[src/adc_serial_instruction_decoder_cfg.svh]
// offsets, field positions, reset values and timing counts of the instruction decoder
`ifndef ADC_SERIAL_INSTRUCTION_DECODER_CFG_SVH
`define ADC_SERIAL_INSTRUCTION_DECODER_CFG_SVH

// instruction and word lengths in shift-clock bits
`define INSTR_BITS 5'h08
`define WORD_BASE_LEN 5'h0C
`define WORD_WIDE_EXTRA 5'h04
`define BIT_CNT_MAX 5'h1F

// acquisition lengths in conversion-clock cycles
`define ACQ_CLKS_6 6'h06
`define ACQ_CLKS_10 6'h0A
`define ACQ_CLKS_18 6'h12
`define ACQ_CLKS_34 6'h22

// status word bit positions
`define ST_PUP 0
`define ST_PDN 1
`define ST_CAL 2
`define ST_UNUSED 3
`define ST_FMT_NARROW 4
`define ST_FMT_WIDE 5
`define ST_SIGN 6
`define ST_MSB_FIRST 7
`define ST_TEST 8
`define STATUS_BITS 9

// power-on values
`define ACQ_IDX_RESET 2'h1
`define SIGN_RESET 1'h1
`define WIDE_RESET 1'h0
`define LSB_FIRST_RESET 1'h0
`define TEST_RESET 1'h0
`define LFSR_RESET 17'h00001

// sequence lengths in conversion-clock cycles
`define CONV_CLKS_DEF 16'h002C
`define CAL_CLKS_DEF 16'h0100
`define ZERO_CLKS_DEF 16'h004C
`define PUP_CLKS_DEF 16'h0020
`define PDN_CLKS_DEF 16'h0004

`endif

[src/adc_serial_instruction_decoder_pkg.sv]
// types shared by the instruction decoder and its output word formatter
package adc_serial_instruction_decoder_pkg;

  typedef struct packed {
    logic wide;
    logic lsb_first;
    logic sign;
  } fmt_type;

  typedef struct packed {
    logic single_ended;
    logic polarity_odd;
    logic [1:0] pair;
  } chan_sel_type;

  typedef struct packed {
    logic conversion_clock;
    logic sclk;
    logic di;
    logic cs_n;
    logic conv_n;
    logic pd;
  } pin_sync_type;

  typedef enum logic [2:0] {SEQ_IDLE, SEQ_ACQ, SEQ_CONV, SEQ_CAL, SEQ_ZERO} seq_state_type;

  typedef enum logic [1:0] {OUT_RESULT, OUT_STATUS, OUT_GARBAGE} out_kind_type;

  typedef enum logic [3:0] {
    CMD_NONE, CMD_CONV, CMD_CAL, CMD_ZERO, CMD_PUP, CMD_PDN,
    CMD_STATUS, CMD_SIGN, CMD_ACQ, CMD_USER, CMD_TEST
  } cmd_type;

  typedef struct packed {
    pin_sync_type s1;
    pin_sync_type s2;
    pin_sync_type s3;
    seq_state_type seq;
    logic [15:0] cnt;
    logic [15:0] pwr_cnt;
    logic powered;
    logic pup_busy;
    logic pdn_busy;
    logic sw_pd;
    fmt_type fmt;
    logic [1:0] acq_idx;
    logic test;
    chan_sel_type chan;
    logic [7:0] instr;
    logic [4:0] bit_cnt;
    logic [4:0] frame_len;
    logic reload;
    logic [16:0] out_sr;
    out_kind_type kind;
    logic [16:0] result;
    logic [16:0] lfsr;
    logic eoc;
  } core_state_type;

endpackage : adc_serial_instruction_decoder_pkg

[src/adc_word_formatter.sv]
// lays a sign and magnitude out as an output word in shift order, bit 0 leaves first
`include "adc_serial_instruction_decoder_cfg.svh"
module adc_word_formatter (
  input wire adc_serial_instruction_decoder_pkg::fmt_type i_fmt,
  input wire logic i_sign,
  input wire logic [11:0] i_mag,
  output logic [16:0] o_word
);
  import adc_serial_instruction_decoder_pkg::*;

  logic [16:0] aligned;
  logic [4:0] len;

  // right-aligned core, zeros above it serve as padding and don't-care bits
  assign aligned = i_fmt.sign ? {4'h0, i_sign, i_mag} : {5'h00, i_mag};
  assign len = 5'(`WORD_BASE_LEN + (i_fmt.wide ? `WORD_WIDE_EXTRA : 5'h00)
               + {4'h0, i_fmt.sign});

  genvar gi;
  generate
    for (gi = 0; gi < 17; gi++) begin : g_pos
      logic [4:0] msb_idx;
      assign msb_idx = 5'(len - 5'h01 - 5'(gi));
      // msb-first reads the word from the top, lsb-first from the bottom
      assign o_word[gi] = i_fmt.lsb_first ? aligned[gi] :
                          ((5'(gi) < len) ? aligned[msb_idx] : 1'b0);
    end
  endgenerate

endmodule : adc_word_formatter

[src/adc_serial_instruction_decoder.sv]
// serial instruction decoder, conversion sequencer and status word of the converter
`include "adc_serial_instruction_decoder_cfg.svh"
module adc_serial_instruction_decoder #(
  parameter logic [15:0] CONV_CLKS = `CONV_CLKS_DEF,
  parameter logic [15:0] CAL_CLKS = `CAL_CLKS_DEF,
  parameter logic [15:0] ZERO_CLKS = `ZERO_CLKS_DEF,
  parameter logic [15:0] PUP_CLKS = `PUP_CLKS_DEF,
  parameter logic [15:0] PDN_CLKS = `PDN_CLKS_DEF
) (
  input wire logic i_core_clk,
  input wire logic i_nrst,
  input wire logic i_sclk,
  input wire logic i_serial_instr_in,
  input wire logic i_cs_n,
  input wire logic i_conv_n,
  input wire logic i_powerdown_pin,
  input wire logic i_conversion_clock,
  input wire logic i_sar_sign,
  input wire logic [11:0] i_sar_mag,
  output logic o_data_out,
  output logic o_eoc,
  output logic o_acquiring,
  output logic o_powered,
  output logic o_analog_channels_oe,
  output adc_serial_instruction_decoder_pkg::chan_sel_type o_chan
);
  import adc_serial_instruction_decoder_pkg::*;

  core_state_type st;
  core_state_type next_st;
  logic cs_low;
  logic cs_fall;
  logic cs_rise;
  logic sclk_rise;
  logic sclk_fall;
  logic conversion_clock_rise;
  logic last_bit;
  logic frame_end;
  logic instr_ok;
  logic converting;
  logic powered_now;
  cmd_type dec_cmd;
  logic [`STATUS_BITS-1:0] status_word;
  logic [16:0] load_word;
  logic [16:0] fmt_word;
  logic [5:0] acq_len;
  logic [4:0] cur_len;

  function automatic cmd_type decode_instr(input logic [7:0] d);
    logic low_zero;
    low_zero = (d[3:0] == 4'h0);
    decode_instr = CMD_NONE;
    if (!d[4] && !d[6]) begin
      decode_instr = CMD_CONV;
    end else if (d[4] && !d[5] && low_zero) begin
      case ({d[6], d[7]})
        2'h0: decode_instr = CMD_CAL;
        2'h1: decode_instr = CMD_ZERO;
        2'h2: decode_instr = CMD_PUP;
        default: decode_instr = CMD_PDN;
      endcase
    end else if (d[4] && d[5] && !d[6]) begin
      if (!d[7] && low_zero) begin
        decode_instr = CMD_STATUS;
      end else if (d[7] && d[3:1] == 3'h0) begin
        decode_instr = CMD_SIGN;
      end
    end else if (d[4] && d[5] && d[6] && !d[7] && d[3:2] == 2'h0) begin
      decode_instr = CMD_ACQ;
    end else if (d[4] && d[5] && d[6] && d[7]) begin
      if (d[0]) begin
        decode_instr = CMD_TEST;
      end else if (low_zero) begin
        decode_instr = CMD_USER;
      end
    end
  endfunction : decode_instr

  function automatic logic [5:0] acq_lookup(input logic [1:0] idx);
    case (idx)
      2'h0: acq_lookup = `ACQ_CLKS_6;
      2'h1: acq_lookup = `ACQ_CLKS_10;
      2'h2: acq_lookup = `ACQ_CLKS_18;
      default: acq_lookup = `ACQ_CLKS_34;
    endcase
  endfunction : acq_lookup

  // edges come from the second and third stages, never from the first
  assign cs_low = !st.s2.cs_n;
  assign cs_fall = st.s3.cs_n && !st.s2.cs_n;
  assign cs_rise = !st.s3.cs_n && st.s2.cs_n;
  assign sclk_rise = !st.s3.sclk && st.s2.sclk;
  assign sclk_fall = st.s3.sclk && !st.s2.sclk;
  assign conversion_clock_rise = !st.s3.conversion_clock && st.s2.conversion_clock;
  assign converting = (st.seq == SEQ_ACQ) || (st.seq == SEQ_CONV);
  assign powered_now = !st.s2.pd && !st.sw_pd;
  assign acq_len = acq_lookup(st.acq_idx);
  assign cur_len = 5'(`WORD_BASE_LEN + (st.fmt.wide ? `WORD_WIDE_EXTRA : 5'h00)
                   + {4'h0, st.fmt.sign});

  // with select held low a frame is exactly one output word long
  assign last_bit = cs_low && sclk_rise && (5'(st.bit_cnt + 5'h01) == st.frame_len);
  assign frame_end = cs_rise || last_bit;
  assign instr_ok = last_bit || (st.bit_cnt >= `INSTR_BITS);
  // only a frame end after at least eight bits, with convert-select low and power pin low, decodes an instruction
  assign dec_cmd = (frame_end && instr_ok && !st.s2.conv_n && !st.s2.pd) ?
                   decode_instr(st.instr) : CMD_NONE;

  always_comb begin
    status_word = '0;
    status_word[`ST_PUP] = st.pup_busy;
    status_word[`ST_PDN] = st.pdn_busy;
    status_word[`ST_CAL] = (st.seq == SEQ_CAL);
    status_word[`ST_UNUSED] = 1'b0;
    status_word[`ST_FMT_NARROW] = !st.fmt.wide;
    status_word[`ST_FMT_WIDE] = st.fmt.wide;
    status_word[`ST_SIGN] = st.fmt.sign;
    status_word[`ST_MSB_FIRST] = !st.fmt.lsb_first;
    status_word[`ST_TEST] = st.test;
  end

  assign load_word = (st.kind == OUT_STATUS) ? {8'h00, status_word} :
                     (st.kind == OUT_RESULT) ? st.result : st.lfsr;

  adc_word_formatter u_formatter (
    .i_fmt(st.fmt),
    .i_sign(i_sar_sign),
    .i_mag(i_sar_mag),
    .o_word(fmt_word)
  );

  always_comb begin
    next_st = st;
    next_st.s1 = '{conversion_clock: i_conversion_clock, sclk: i_sclk, di: i_serial_instr_in,
                   cs_n: i_cs_n, conv_n: i_conv_n, pd: i_powerdown_pin};
    next_st.s2 = st.s1;
    next_st.s3 = st.s2;
    next_st.lfsr = {st.lfsr[15:0], st.lfsr[16] ^ st.lfsr[13]};

    // serial side: sample on rises, shift on falls
    if (cs_low && sclk_rise) begin
      if (st.bit_cnt < `INSTR_BITS) begin
        next_st.instr[st.bit_cnt[2:0]] = st.s2.di;
      end
      if (st.bit_cnt != `BIT_CNT_MAX) begin
        next_st.bit_cnt = 5'(st.bit_cnt + 5'h01);
      end
    end
    if (cs_low && sclk_fall) begin
      if (st.reload) begin
        next_st.out_sr = load_word;
        next_st.reload = 1'b0;
      end else begin
        next_st.out_sr = {1'b0, st.out_sr[16:1]};
      end
    end
    if (last_bit) begin
      // the next word leaves on the following fall, no select edge to load it
      next_st.bit_cnt = 5'h00;
      next_st.reload = 1'b1;
    end
    if (cs_fall) begin
      next_st.bit_cnt = 5'h00;
      next_st.reload = 1'b0;
      next_st.out_sr = load_word;
      next_st.frame_len = cur_len;
    end

    // conversion and trim sequencer on conversion-clock rises
    if (conversion_clock_rise) begin
      case (st.seq)
        SEQ_ACQ: begin
          next_st.cnt = 16'(st.cnt + 16'h0001);
          if (16'(st.cnt + 16'h0001) >= {10'h000, acq_len}) begin
            next_st.seq = SEQ_CONV;
            next_st.cnt = 16'h0000;
          end
        end
        SEQ_CONV: begin
          next_st.cnt = 16'(st.cnt + 16'h0001);
          if (16'(st.cnt + 16'h0001) >= CONV_CLKS) begin
            next_st.seq = SEQ_IDLE;
            next_st.result = fmt_word;
            next_st.eoc = 1'b1;
          end
        end
        SEQ_CAL: begin
          next_st.cnt = 16'(st.cnt + 16'h0001);
          if (16'(st.cnt + 16'h0001) >= CAL_CLKS) begin
            next_st.seq = SEQ_IDLE;
          end
        end
        SEQ_ZERO: begin
          next_st.cnt = 16'(st.cnt + 16'h0001);
          if (16'(st.cnt + 16'h0001) >= ZERO_CLKS) begin
            next_st.seq = SEQ_IDLE;
          end
        end
        default: begin
          next_st.cnt = 16'h0000;
        end
      endcase
      if (st.pup_busy || st.pdn_busy) begin
        next_st.pwr_cnt = 16'(st.pwr_cnt + 16'h0001);
        if (st.pup_busy && 16'(st.pwr_cnt + 16'h0001) >= PUP_CLKS) begin
          next_st.pup_busy = 1'b0;
        end
        if (st.pdn_busy && 16'(st.pwr_cnt + 16'h0001) >= PDN_CLKS) begin
          next_st.pdn_busy = 1'b0;
        end
      end
    end

    // a new select strobe cuts a running conversion short
    if (cs_fall && converting) begin
      next_st.seq = SEQ_IDLE;
      next_st.eoc = 1'b1;
    end

    case (dec_cmd)
      CMD_CONV: begin
        next_st.fmt.lsb_first = st.instr[5];
        next_st.fmt.wide = st.instr[7];
        next_st.chan = '{single_ended: st.instr[0], polarity_odd: st.instr[1],
                         pair: st.instr[3:2]};
        next_st.kind = OUT_RESULT;
        if (powered_now && st.seq == SEQ_IDLE) begin
          next_st.seq = SEQ_ACQ;
          next_st.cnt = 16'h0000;
          next_st.eoc = 1'b0;
        end
      end
      CMD_CAL: begin
        next_st.seq = SEQ_CAL;
        next_st.cnt = 16'h0000;
        next_st.kind = OUT_GARBAGE;
      end
      CMD_ZERO: begin
        next_st.seq = SEQ_ZERO;
        next_st.cnt = 16'h0000;
      end
      CMD_PUP: next_st.sw_pd = 1'b0;
      CMD_PDN: next_st.sw_pd = 1'b1;
      CMD_STATUS: next_st.kind = OUT_STATUS;
      CMD_SIGN: next_st.fmt.sign = st.instr[0];
      CMD_ACQ: next_st.acq_idx = {st.instr[0], st.instr[1]};
      CMD_USER: next_st.test = 1'b0;
      CMD_TEST: next_st.test = 1'b1;
      default: begin
      end
    endcase

    // hardware power-down overrides everything; taking it high also undoes software power-down
    if (st.s2.pd) begin
      next_st.sw_pd = 1'b0;
    end
    if (!powered_now) begin
      if (converting) begin
        next_st.result = st.lfsr;
        next_st.eoc = 1'b1;
      end
      if (st.seq != SEQ_IDLE) begin
        next_st.seq = SEQ_IDLE;
      end
    end
    if (powered_now != st.powered) begin
      next_st.powered = powered_now;
      next_st.pup_busy = powered_now;
      next_st.pdn_busy = !powered_now;
      next_st.pwr_cnt = 16'h0000;
    end
  end

  always_ff @(posedge i_core_clk or negedge i_nrst) begin
    if (!i_nrst) begin
      st <= '0;
      st.s1 <= '{conversion_clock: 1'b0, sclk: 1'b0, di: 1'b0, cs_n: 1'b1, conv_n: 1'b1, pd: 1'b0};
      st.s2 <= '{conversion_clock: 1'b0, sclk: 1'b0, di: 1'b0, cs_n: 1'b1, conv_n: 1'b1, pd: 1'b0};
      st.s3 <= '{conversion_clock: 1'b0, sclk: 1'b0, di: 1'b0, cs_n: 1'b1, conv_n: 1'b1, pd: 1'b0};
      st.seq <= SEQ_IDLE;
      st.powered <= 1'b1;
      st.fmt <= '{wide: `WIDE_RESET, lsb_first: `LSB_FIRST_RESET, sign: `SIGN_RESET};
      st.acq_idx <= `ACQ_IDX_RESET;
      st.test <= `TEST_RESET;
      st.frame_len <= `WORD_BASE_LEN + 5'h01;
      st.kind <= OUT_GARBAGE;
      st.lfsr <= `LFSR_RESET;
      st.eoc <= 1'b1;
    end else begin
      st <= next_st;
    end
  end

  assign o_data_out = st.out_sr[0];
  assign o_eoc = st.eoc;
  assign o_acquiring = (st.seq == SEQ_ACQ);
  assign o_powered = st.powered;
  assign o_analog_channels_oe = st.test;
  assign o_chan = st.chan;

  property p_eoc_low;
    @(posedge i_core_clk) disable iff (!i_nrst)
      converting |-> !o_eoc;
  endproperty
  a_eoc_low: assert property (p_eoc_low) else $error("eoc high during conversion");

  property p_conv_start;
    @(posedge i_core_clk) disable iff (!i_nrst)
      (dec_cmd == CMD_CONV && powered_now && st.seq == SEQ_IDLE && !cs_fall)
      |=> (st.seq == SEQ_ACQ) && !o_eoc && (st.fmt.wide == $past(st.instr[7]));
  endproperty
  a_conv_start: assert property (p_conv_start) else $error("conversion not started");

  property p_cal_start;
    @(posedge i_core_clk) disable iff (!i_nrst)
      (dec_cmd == CMD_CAL && powered_now) |=> status_word[`ST_CAL] && st.kind == OUT_GARBAGE;
  endproperty
  a_cal_start: assert property (p_cal_start) else $error("self-trim not flagged");

  property p_sign_set;
    @(posedge i_core_clk) disable iff (!i_nrst)
      (dec_cmd == CMD_SIGN) |=> st.fmt.sign == $past(st.instr[0]) && st.seq == $past(st.seq);
  endproperty
  a_sign_set: assert property (p_sign_set) else $error("sign setting wrong");

  property p_acq_len;
    @(posedge i_core_clk) disable iff (!i_nrst)
      (dec_cmd == CMD_ACQ && st.instr[1:0] == 2'h3) |=> acq_len == `ACQ_CLKS_34;
  endproperty
  a_acq_len: assert property (p_acq_len) else $error("acquisition length wrong");

  property p_test_mode;
    @(posedge i_core_clk) disable iff (!i_nrst)
      (dec_cmd == CMD_TEST) |=> o_analog_channels_oe [*2];
  endproperty
  a_test_mode: assert property (p_test_mode) else $error("test mode not entered");

  property p_read_only;
    @(posedge i_core_clk) disable iff (!i_nrst)
      (frame_end && st.s2.conv_n) |-> dec_cmd == CMD_NONE
        ##1 (st.fmt == $past(st.fmt) && st.kind == $past(st.kind)
        && st.test == $past(st.test) && st.acq_idx == $past(st.acq_idx));
  endproperty
  a_read_only: assert property (p_read_only) else $error("decode with convert-select high");

  property p_status_fmt;
    @(posedge i_core_clk) disable iff (!i_nrst)
      (!status_word[`ST_UNUSED] && (status_word[`ST_FMT_NARROW] != status_word[`ST_FMT_WIDE]))
      and ((dec_cmd == CMD_CONV) |=> status_word[`ST_FMT_WIDE] == $past(st.instr[7])
        && status_word[`ST_MSB_FIRST] == !$past(st.instr[5]));
  endproperty
  a_status_fmt: assert property (p_status_fmt) else $error("status format bits wrong");

  property p_cs_abort;
    @(posedge i_core_clk) disable iff (!i_nrst)
      (converting && cs_fall) |=> st.seq == SEQ_IDLE && o_eoc;
  endproperty
  a_cs_abort: assert property (p_cs_abort) else $error("conversion not ended by select");

  property p_pd_abort;
    @(posedge i_core_clk) disable iff (!i_nrst)
      (converting && st.s2.pd) |=> st.seq == SEQ_IDLE && st.result == $past(st.lfsr);
  endproperty
  a_pd_abort: assert property (p_pd_abort) else $error("power pin did not corrupt");

  property p_pup_flag;
    @(posedge i_core_clk) disable iff (!i_nrst)
      $rose(st.powered) |-> st.pup_busy && !st.pdn_busy;
  endproperty
  a_pup_flag: assert property (p_pup_flag) else $error("power-up flag missing");

endmodule : adc_serial_instruction_decoder

[config.mk]
export PLATFORM = sky130hd
export DESIGN_NAME = adc_serial_instruction_decoder
export DESIGN_NICKNAME = d
export VERILOG_FILES = /design/src/adc_serial_instruction_decoder_pkg.sv /design/src/adc_word_formatter.sv /design/src/adc_serial_instruction_decoder.sv
export VERILOG_INCLUDE_DIRS = /design/src
export SDC_FILE = /design/constraint.sdc
export NUM_CORES = 1
export LEC_CHECK = 0
export ABC_CLOCK_PERIOD_IN_PS = 6050
export BUFFER_PORTS_ARGS = -buffer_cell sky130_fd_sc_hd__buf_2
export CAP_MARGIN = 20
export CELL_PAD_IN_SITES_DETAIL_PLACEMENT = 1
export CELL_PAD_IN_SITES_GLOBAL_PLACEMENT = 2
export CORE_ASPECT_RATIO = 2
export CORE_UTILIZATION = 43
export DETAILED_ROUTE_END_ITERATION = 10
export GPL_TIMING_DRIVEN = 0
export PLACE_DENSITY_LB_ADDON = 0.1
export SYNTH_ARGS = -nofsm -noshare
export SYNTH_HDL_FRONTEND = slang
export SYNTH_SLANG_ARGS = --single-unit
[constraint.sdc]
create_clock -name i_core_clk -period 6.05 [get_ports i_core_clk]
set_clock_uncertainty 0.15 [all_clocks]
set_input_delay 1.21 -clock i_core_clk [delete_from_list [all_inputs] [get_ports i_core_clk]]
set_output_delay 1.21 -clock i_core_clk [all_outputs]
set_load 0.02 [all_outputs]
# Yosys cells after proc, flatten, opt, wreduce, memory -nomap -nowiden
# Cells that the tools add are included.
# word_totals
inputBits	21
ff_bits	137
output_inout_bits	9
wordCells	329
# op_classes
reduce_logical	72
bitwise	1
n_mux	129
order_cmp	44
eq_ne	22
n_addsub	22
# op_table
cell	count
$mux 17	8
$lt 5x6->1 const B	17
$bmux 1 s5	17
$mux 1	64
$mux 19	3
$pmux 19 s3	1
$lt 4x5->1 const A	8
$sub 5x4->5 const B	8
$mux 35	1
$add 16x1->16 const B	2
$ge 16x6->1 const B	2
$mux 4	8
$pmux 16 s2	1
$logic_and 1x1->1	28
$mux 28	1
$mux 3	9
$lt 3x5->1 const A	4
$sub 5x3->5 const B	4
$mux 18	1
$pmux 6 s3	1
$reduce_bool 3->1	6
$eq 4x3->1 const B	4
$ge 16x3->1 const B	1
$ge 16x6->1	1
46 further kinds	90

# Depth between registers and ports, before layout
# logic_depth
word_depth	14
depth_mapped	12
ltp_nobuf	10

# By module
# From an unflattened synthesis, not the netlist that was laid out.
# unflattened
hier_cells	857
area_unflattened_um2	8001.4
# by_module_without_submodules
mod	cells_per_inst	seq_area_each_um2	n_inst	area_per_inst_um2
adc_serial_instruction_decoder	756	3394.5	1	7156.9
adc_word_formatter	101	0.0	1	844.6

# Worst setup path before layout
# Ideal clock, no wire load.
# synth_timing
path_kind	reg2reg
start	register st[60] (netlist name)
end	register st (netlist bit o_chan[0])
required_ns	5.775
path_stages_with_launch	10
arrival_time_ns	2.785
n_path_buf	0
setup_ns	0.125
synth_period_minus_slack_ns	3.059
slack_ns	2.991
cell_sequence	dfrtp_1 ha_1 and3_1 ha_1 xor2_1 nor4_1 o211ai_1 a211oi_2 nand4_1 mux2_2
# synth_between
elab_chain_len	9
elab_cells_between_ends	11
classes_between	add/sub: 1; order compare: 1; eq/ne: 2; mux: 1; reduce/logical: 6
# synth_lines
item	line_no	rtl
from (decl)	adc_serial_instruction_decoder.sv:29	core_state_type st;
from (signal assigned)	adc_serial_instruction_decoder.sv:290	st <= next_st;
$add 5x1->5	adc_serial_instruction_decoder.sv:102	assign last_bit = cs_low && sclk_rise && (5'(st.bit_cnt + 5'h01) == st.frame_len);
$eq 5x5->1	adc_serial_instruction_decoder.sv:102	
$logic_and 1x1->1	adc_serial_instruction_decoder.sv:102	
$logic_or 1x1->1 (on tied branches)	adc_serial_instruction_decoder.sv:103, adc_serial_instruction_decoder.sv:104	
$logic_and 1x1->1 (*) (3 in a row)	adc_serial_instruction_decoder.sv:106	assign dec_cmd = (frame_end && instr_ok && !st.s2.conv_n && !st.s2.pd) ?
$mux 4 (*)	adc_serial_instruction_decoder.sv:106	
$eq 4x1->1 (*)	adc_serial_instruction_decoder.sv:220	case (dec_cmd)
# Every way passes the cells marked *; elsewhere a longest branch is shown, timed or not.
# A chain may end at the register's enable or synchronous reset.

==> impl.org <==
** Synthesis
- In the synthesized netlist, the number of instances is between 800 and 900.
- Counting flops with a built-in enable in the synthesized netlist gives 0.
- Average cell area after synthesis :: 9.15 um^2
- The netlist uses 67 different library cells.
- The synthesized netlist occupies a cell area of 7810 um^2.
- The number of nets handed over by synthesis was 894.
- Most used DFF post-synth :: dfrtp_1
- In the synthesized netlist the async set-or-reset flop fraction comes to 100%.
- The share of the Yosys chip area taken by registers is 43.4%.
- Seq cells post-synth :: 135
- The Yosys step of the flow raised 0 warnings.

** Critical path
- STA puts the critical path data required time at around 6.2 ns.
- STA classifies the critical path startpoint as a flip-flop.
- The largest single stage delay on the critical path is 0.84 ns.
- Counting both buffers and inverters, the worst setup path holds a total of 0.
- Cell family with most CP delay :: compound AO/OA/AOI/OAI gates
- STA puts the critical path data arrival time at 4.27 ns.
- For the worst flop-to-flop path, the logic depth is 8.
- Cell with the largest stage delay on the worst path :: o31ai_2
- Crit-path cells :: ha_1 > nand3_1 > or4_1 > a222oi_1 > nand4_1 > o31ai_2 > o22ai_1 > nor2_1
- Nature of the critical path endpoint :: flip-flop
- The critical path runs through a total of 8 cells.
- Largest fanout on the critical path :: 10
- Startpoint-to-endpoint class of the critical path :: flip-flop to flip-flop

** CTS
- For the worst-skew pair, the clock arrives at the later sink with an insertion delay of 0.42 ns.
- Buffers inserted by post-CTS timing repair :: 0
- CTS tree :: done
- The clock passes through at most 2 buffers.
- Quantity of gates resized following cts :: 0
- Counting the buffers created by CTS gives 17.
- TritonCTS Sinks :: 135
- The H-tree was split into 4 levels.
- Reg clk slew, reported paths :: 0.06 ns
- Library cell used as clock root buffer :: clkbuf_16
- Buffers inserted to repair hold after CTS numbered 0.

** Timing
- Setup violations remaining at the end of the flow were counted as 0.
- Number of failing hold endpoints at the final stage :: 0
- Period utilisation layout :: 67.5%
- Worst slew pin tran :: 0.972 ns
- The max-slew violation count was 0.
- Measured against its own limit, the worst slew margin works out to about a third.
- Hold is met by 0.199 ns.
- Setup repair after global routing missed its margin :: no
- Minimum period implied by the final worst setup slack :: between 4 and 5 ns
- After routing, the total negative slack on setup checks comes to 0 ns.
- Final setup slack of the worst path :: ~2.0 ns
- Achievable clock frequency :: 0.245 GHz

** Cells and area
- At the end of the flow the core is filled with cells to 49.9%.
- Post-route design area :: 8870 um^2
- Leaving out fill and tap cells, the most frequent cell in the layout is dfrtp_1.
- Share of layout cells above drive strength 1 :: 13.9%
- Highest-count cells in the layout ignoring fill and taps :: 122 x dfrtp_1, 101 x nand2_1, 90 x nor2_1
- Number of non-filler instances in the completed layout :: between 1k and 1.5k
- The number of antenna diodes in the final layout is 0.
- Area added between synthesis and finish :: 13.5%
- Counting the fill cells in the layout gives 2075.
- Net count reported at finish :: 943

** Drt
- Vias per inst :: about 6
- The detail route stage leaves a number of antenna-violating nets equal to 0.
- Vias post-DR :: 6610
- After detailed routing, the average wire length per cell comes to 20.0 um.
- Routed Wire Length :: 22600 um
- Number of detailed-routing iterations run before antenna repair :: 4
- Drt drc :: 0
- The first routing iteration left 218 violations.

** Hold path
- Number of cells on the worst hold path :: 0
- Worst Hold Class :: flip-flop to flip-flop

** Floorplan
- The initial utilization of the core area, before any placement, comes to 43.9%.
- For this design the top-level I/O count stands at 30.
- Core area :: 17800 um^2
- In this run the horizontal extent of the chip is 97.3 um.
- # rows :: approximately 70
- Vert. Die Dim :: between 150 and 200 um
- The die covers 18700 um^2.

** Power
- The analysis attributes to net switching a power of ~750 uW.
- Cell internal power was estimated by the tool at 1.76 mW.
- Total Power :: 2.52 mW
- Pwr Density :: 284 nW/um^2
- For this design the static power due to leakage is 3.77 nW.
- Power share of the sequential group :: 40.3%
- Per report_power, the combinational group accounts for 16.9% of the total.
- Clock network fraction of total power :: approximately 43%
- Peak supply drop :: 194 uV
- Net switching is 29.9% of the power.

** Placement
- Summed over all nets, the half-perimeter wirelength after detailed placement is between 15000 and 20000 um.
- The count of buffers added on input and output ports is 29.
- Post-Place Setup Slack :: 1.95 ns
- At the end of routability-driven placement, the weighted congestion stood at between 0.8 and 0.9.
- Placed instance area :: 8260 um^2
- Once placement completed, the tool counted placed cells totaling 1097.

** Flow run
- The tool flagged a number of max-cap violations equal to 0.

** GRT
- The number of global-route vias before repair was 7331.
- Wire length of the first global-routing pass :: 37700 um
- After global routing the overflow that remains totals 0.
- Total Routing Usage GR :: 25.6%
- The initial antenna violation count came to 0.
- Pin count of the biggest net entering global routing :: 87

** Outcome
- Result of the run :: completed
==> synthesized netlist by cell type (9+ instances only) <==
master | count | share of area [%]
nand2_1 | 101 | 4.9
xnor2_1 | 33 | 3.7
nor2b_1 | 11 | 0.88
nand2b_1 | 12 | 0.96
dfrtp_1 | 122 | 39
and3_1 | 9 | 0.72
nand4_1 | 15 | 1.2
buf_4 | 12 | 1.2
mux2_2 | 20 | 2.9
a22oi_1 | 15 | 1.4
a31oi_1 | 11 | 0.88
nand3_1 | 25 | 1.6
a21oi_1 | 50 | 3.2
nor2_1 | 90 | 4.3
dfstp_2 | 13 | 4.4
clkbuf_1 | 31 | 1.5
xor2_1 | 13 | 1.5
and2_1 | 18 | 1.4
nor4_1 | 9 | 0.72
inv_1 | 16 | 0.77
ha_1 | 19 | 3.0
mux2i_1 | 35 | 4.5
nor3_1 | 21 | 1.3
o21ai_0 | 61 | 3.9
==> cells by family (layout without fill, tap and decap cells) <==
family / count (synthesis) / in the layout / share of synthesized area [%]
AOI/OAI and AO/OA: 191 / 191 / 15.6
xor gates and xnor gates: 46 / 46 / 5.16
adders and majority gates: 19 / 19 / 3.04
buffers and inverters: 69 / 131 / 4.13
DFF: 135 / 135 / 43.4
muxes: 58 / 58 / 8.23
and+or+nand+nor: 336 / 336 / 20.4
==> worst register-to-register path, delay by kind of cell, from the launching register on <==
kind | cells | cell delay, ns
AOI/OAI and AO/OA | 3 | 1.69
adders and majority gates | 1 | 0.28
DFF | 1 | 0.50
and+or+nand+nor | 4 | 1.39
==> cell type report <==
class,instances,area [um^2],share of cell area [%]
clock buffers,18,439,4.95
inverters,17,63.8,0.719
flip-flops and latches,135,3390,38.3
well taps,213,267,3.00
repair buffers,30,179,2.02
clock inverters,14,173,1.95
plain buffers,52,259,2.92
multi-input cells,650,4100,46.2
==> state kept, by name, summed over array words and instances (netlist names) <==
name,count
o_chan,4
o_analog_channels_oe,1
st,99
o_powered,1
o_data_out,1
next_st,28
o_eoc,1
==> routing by layer <==
| metal | global-route usage (%) | vias up | wire (um) |
|---|---|---|---|
| li1 | - | 3106 | - |
| met1 | 26.1 | 3348 | 8300 |
| met2 | 49.7 | 94 | 13000 |
| met3 | 3.44 | 62 | 413 |
| met4 | 13.9 | 0 | 966 |
| met5 | 0 | - | 0 |
==> power groups by stage <==
stage               combinational [mW]  sequential [mW]  clock (mW)
floorplan                        0.282             1.01           0
global placement                 0.407             1.03           0
detailed placement               0.430             1.03           0
CTS                              0.432             1.02        1.10
global route                     0.476             1.02        1.13
finish                           0.425             1.02        1.08
==> final timing paths <==
kind                              startpoint      endpoint  slack, ns
max in group asynchronous             i_nrst    next_st[2]       4.35
min in group asynchronous             i_nrst        st[91]       0.58
worst min register to register  next_st[131]  next_st[125]       0.20
worst max register to register       st[103]       st[115]       1.97
worst max-delay path                 st[103]       st[115]       1.97
worst min-delay path            next_st[131]  next_st[125]       0.20
Power figures use the tool's default switching activity.
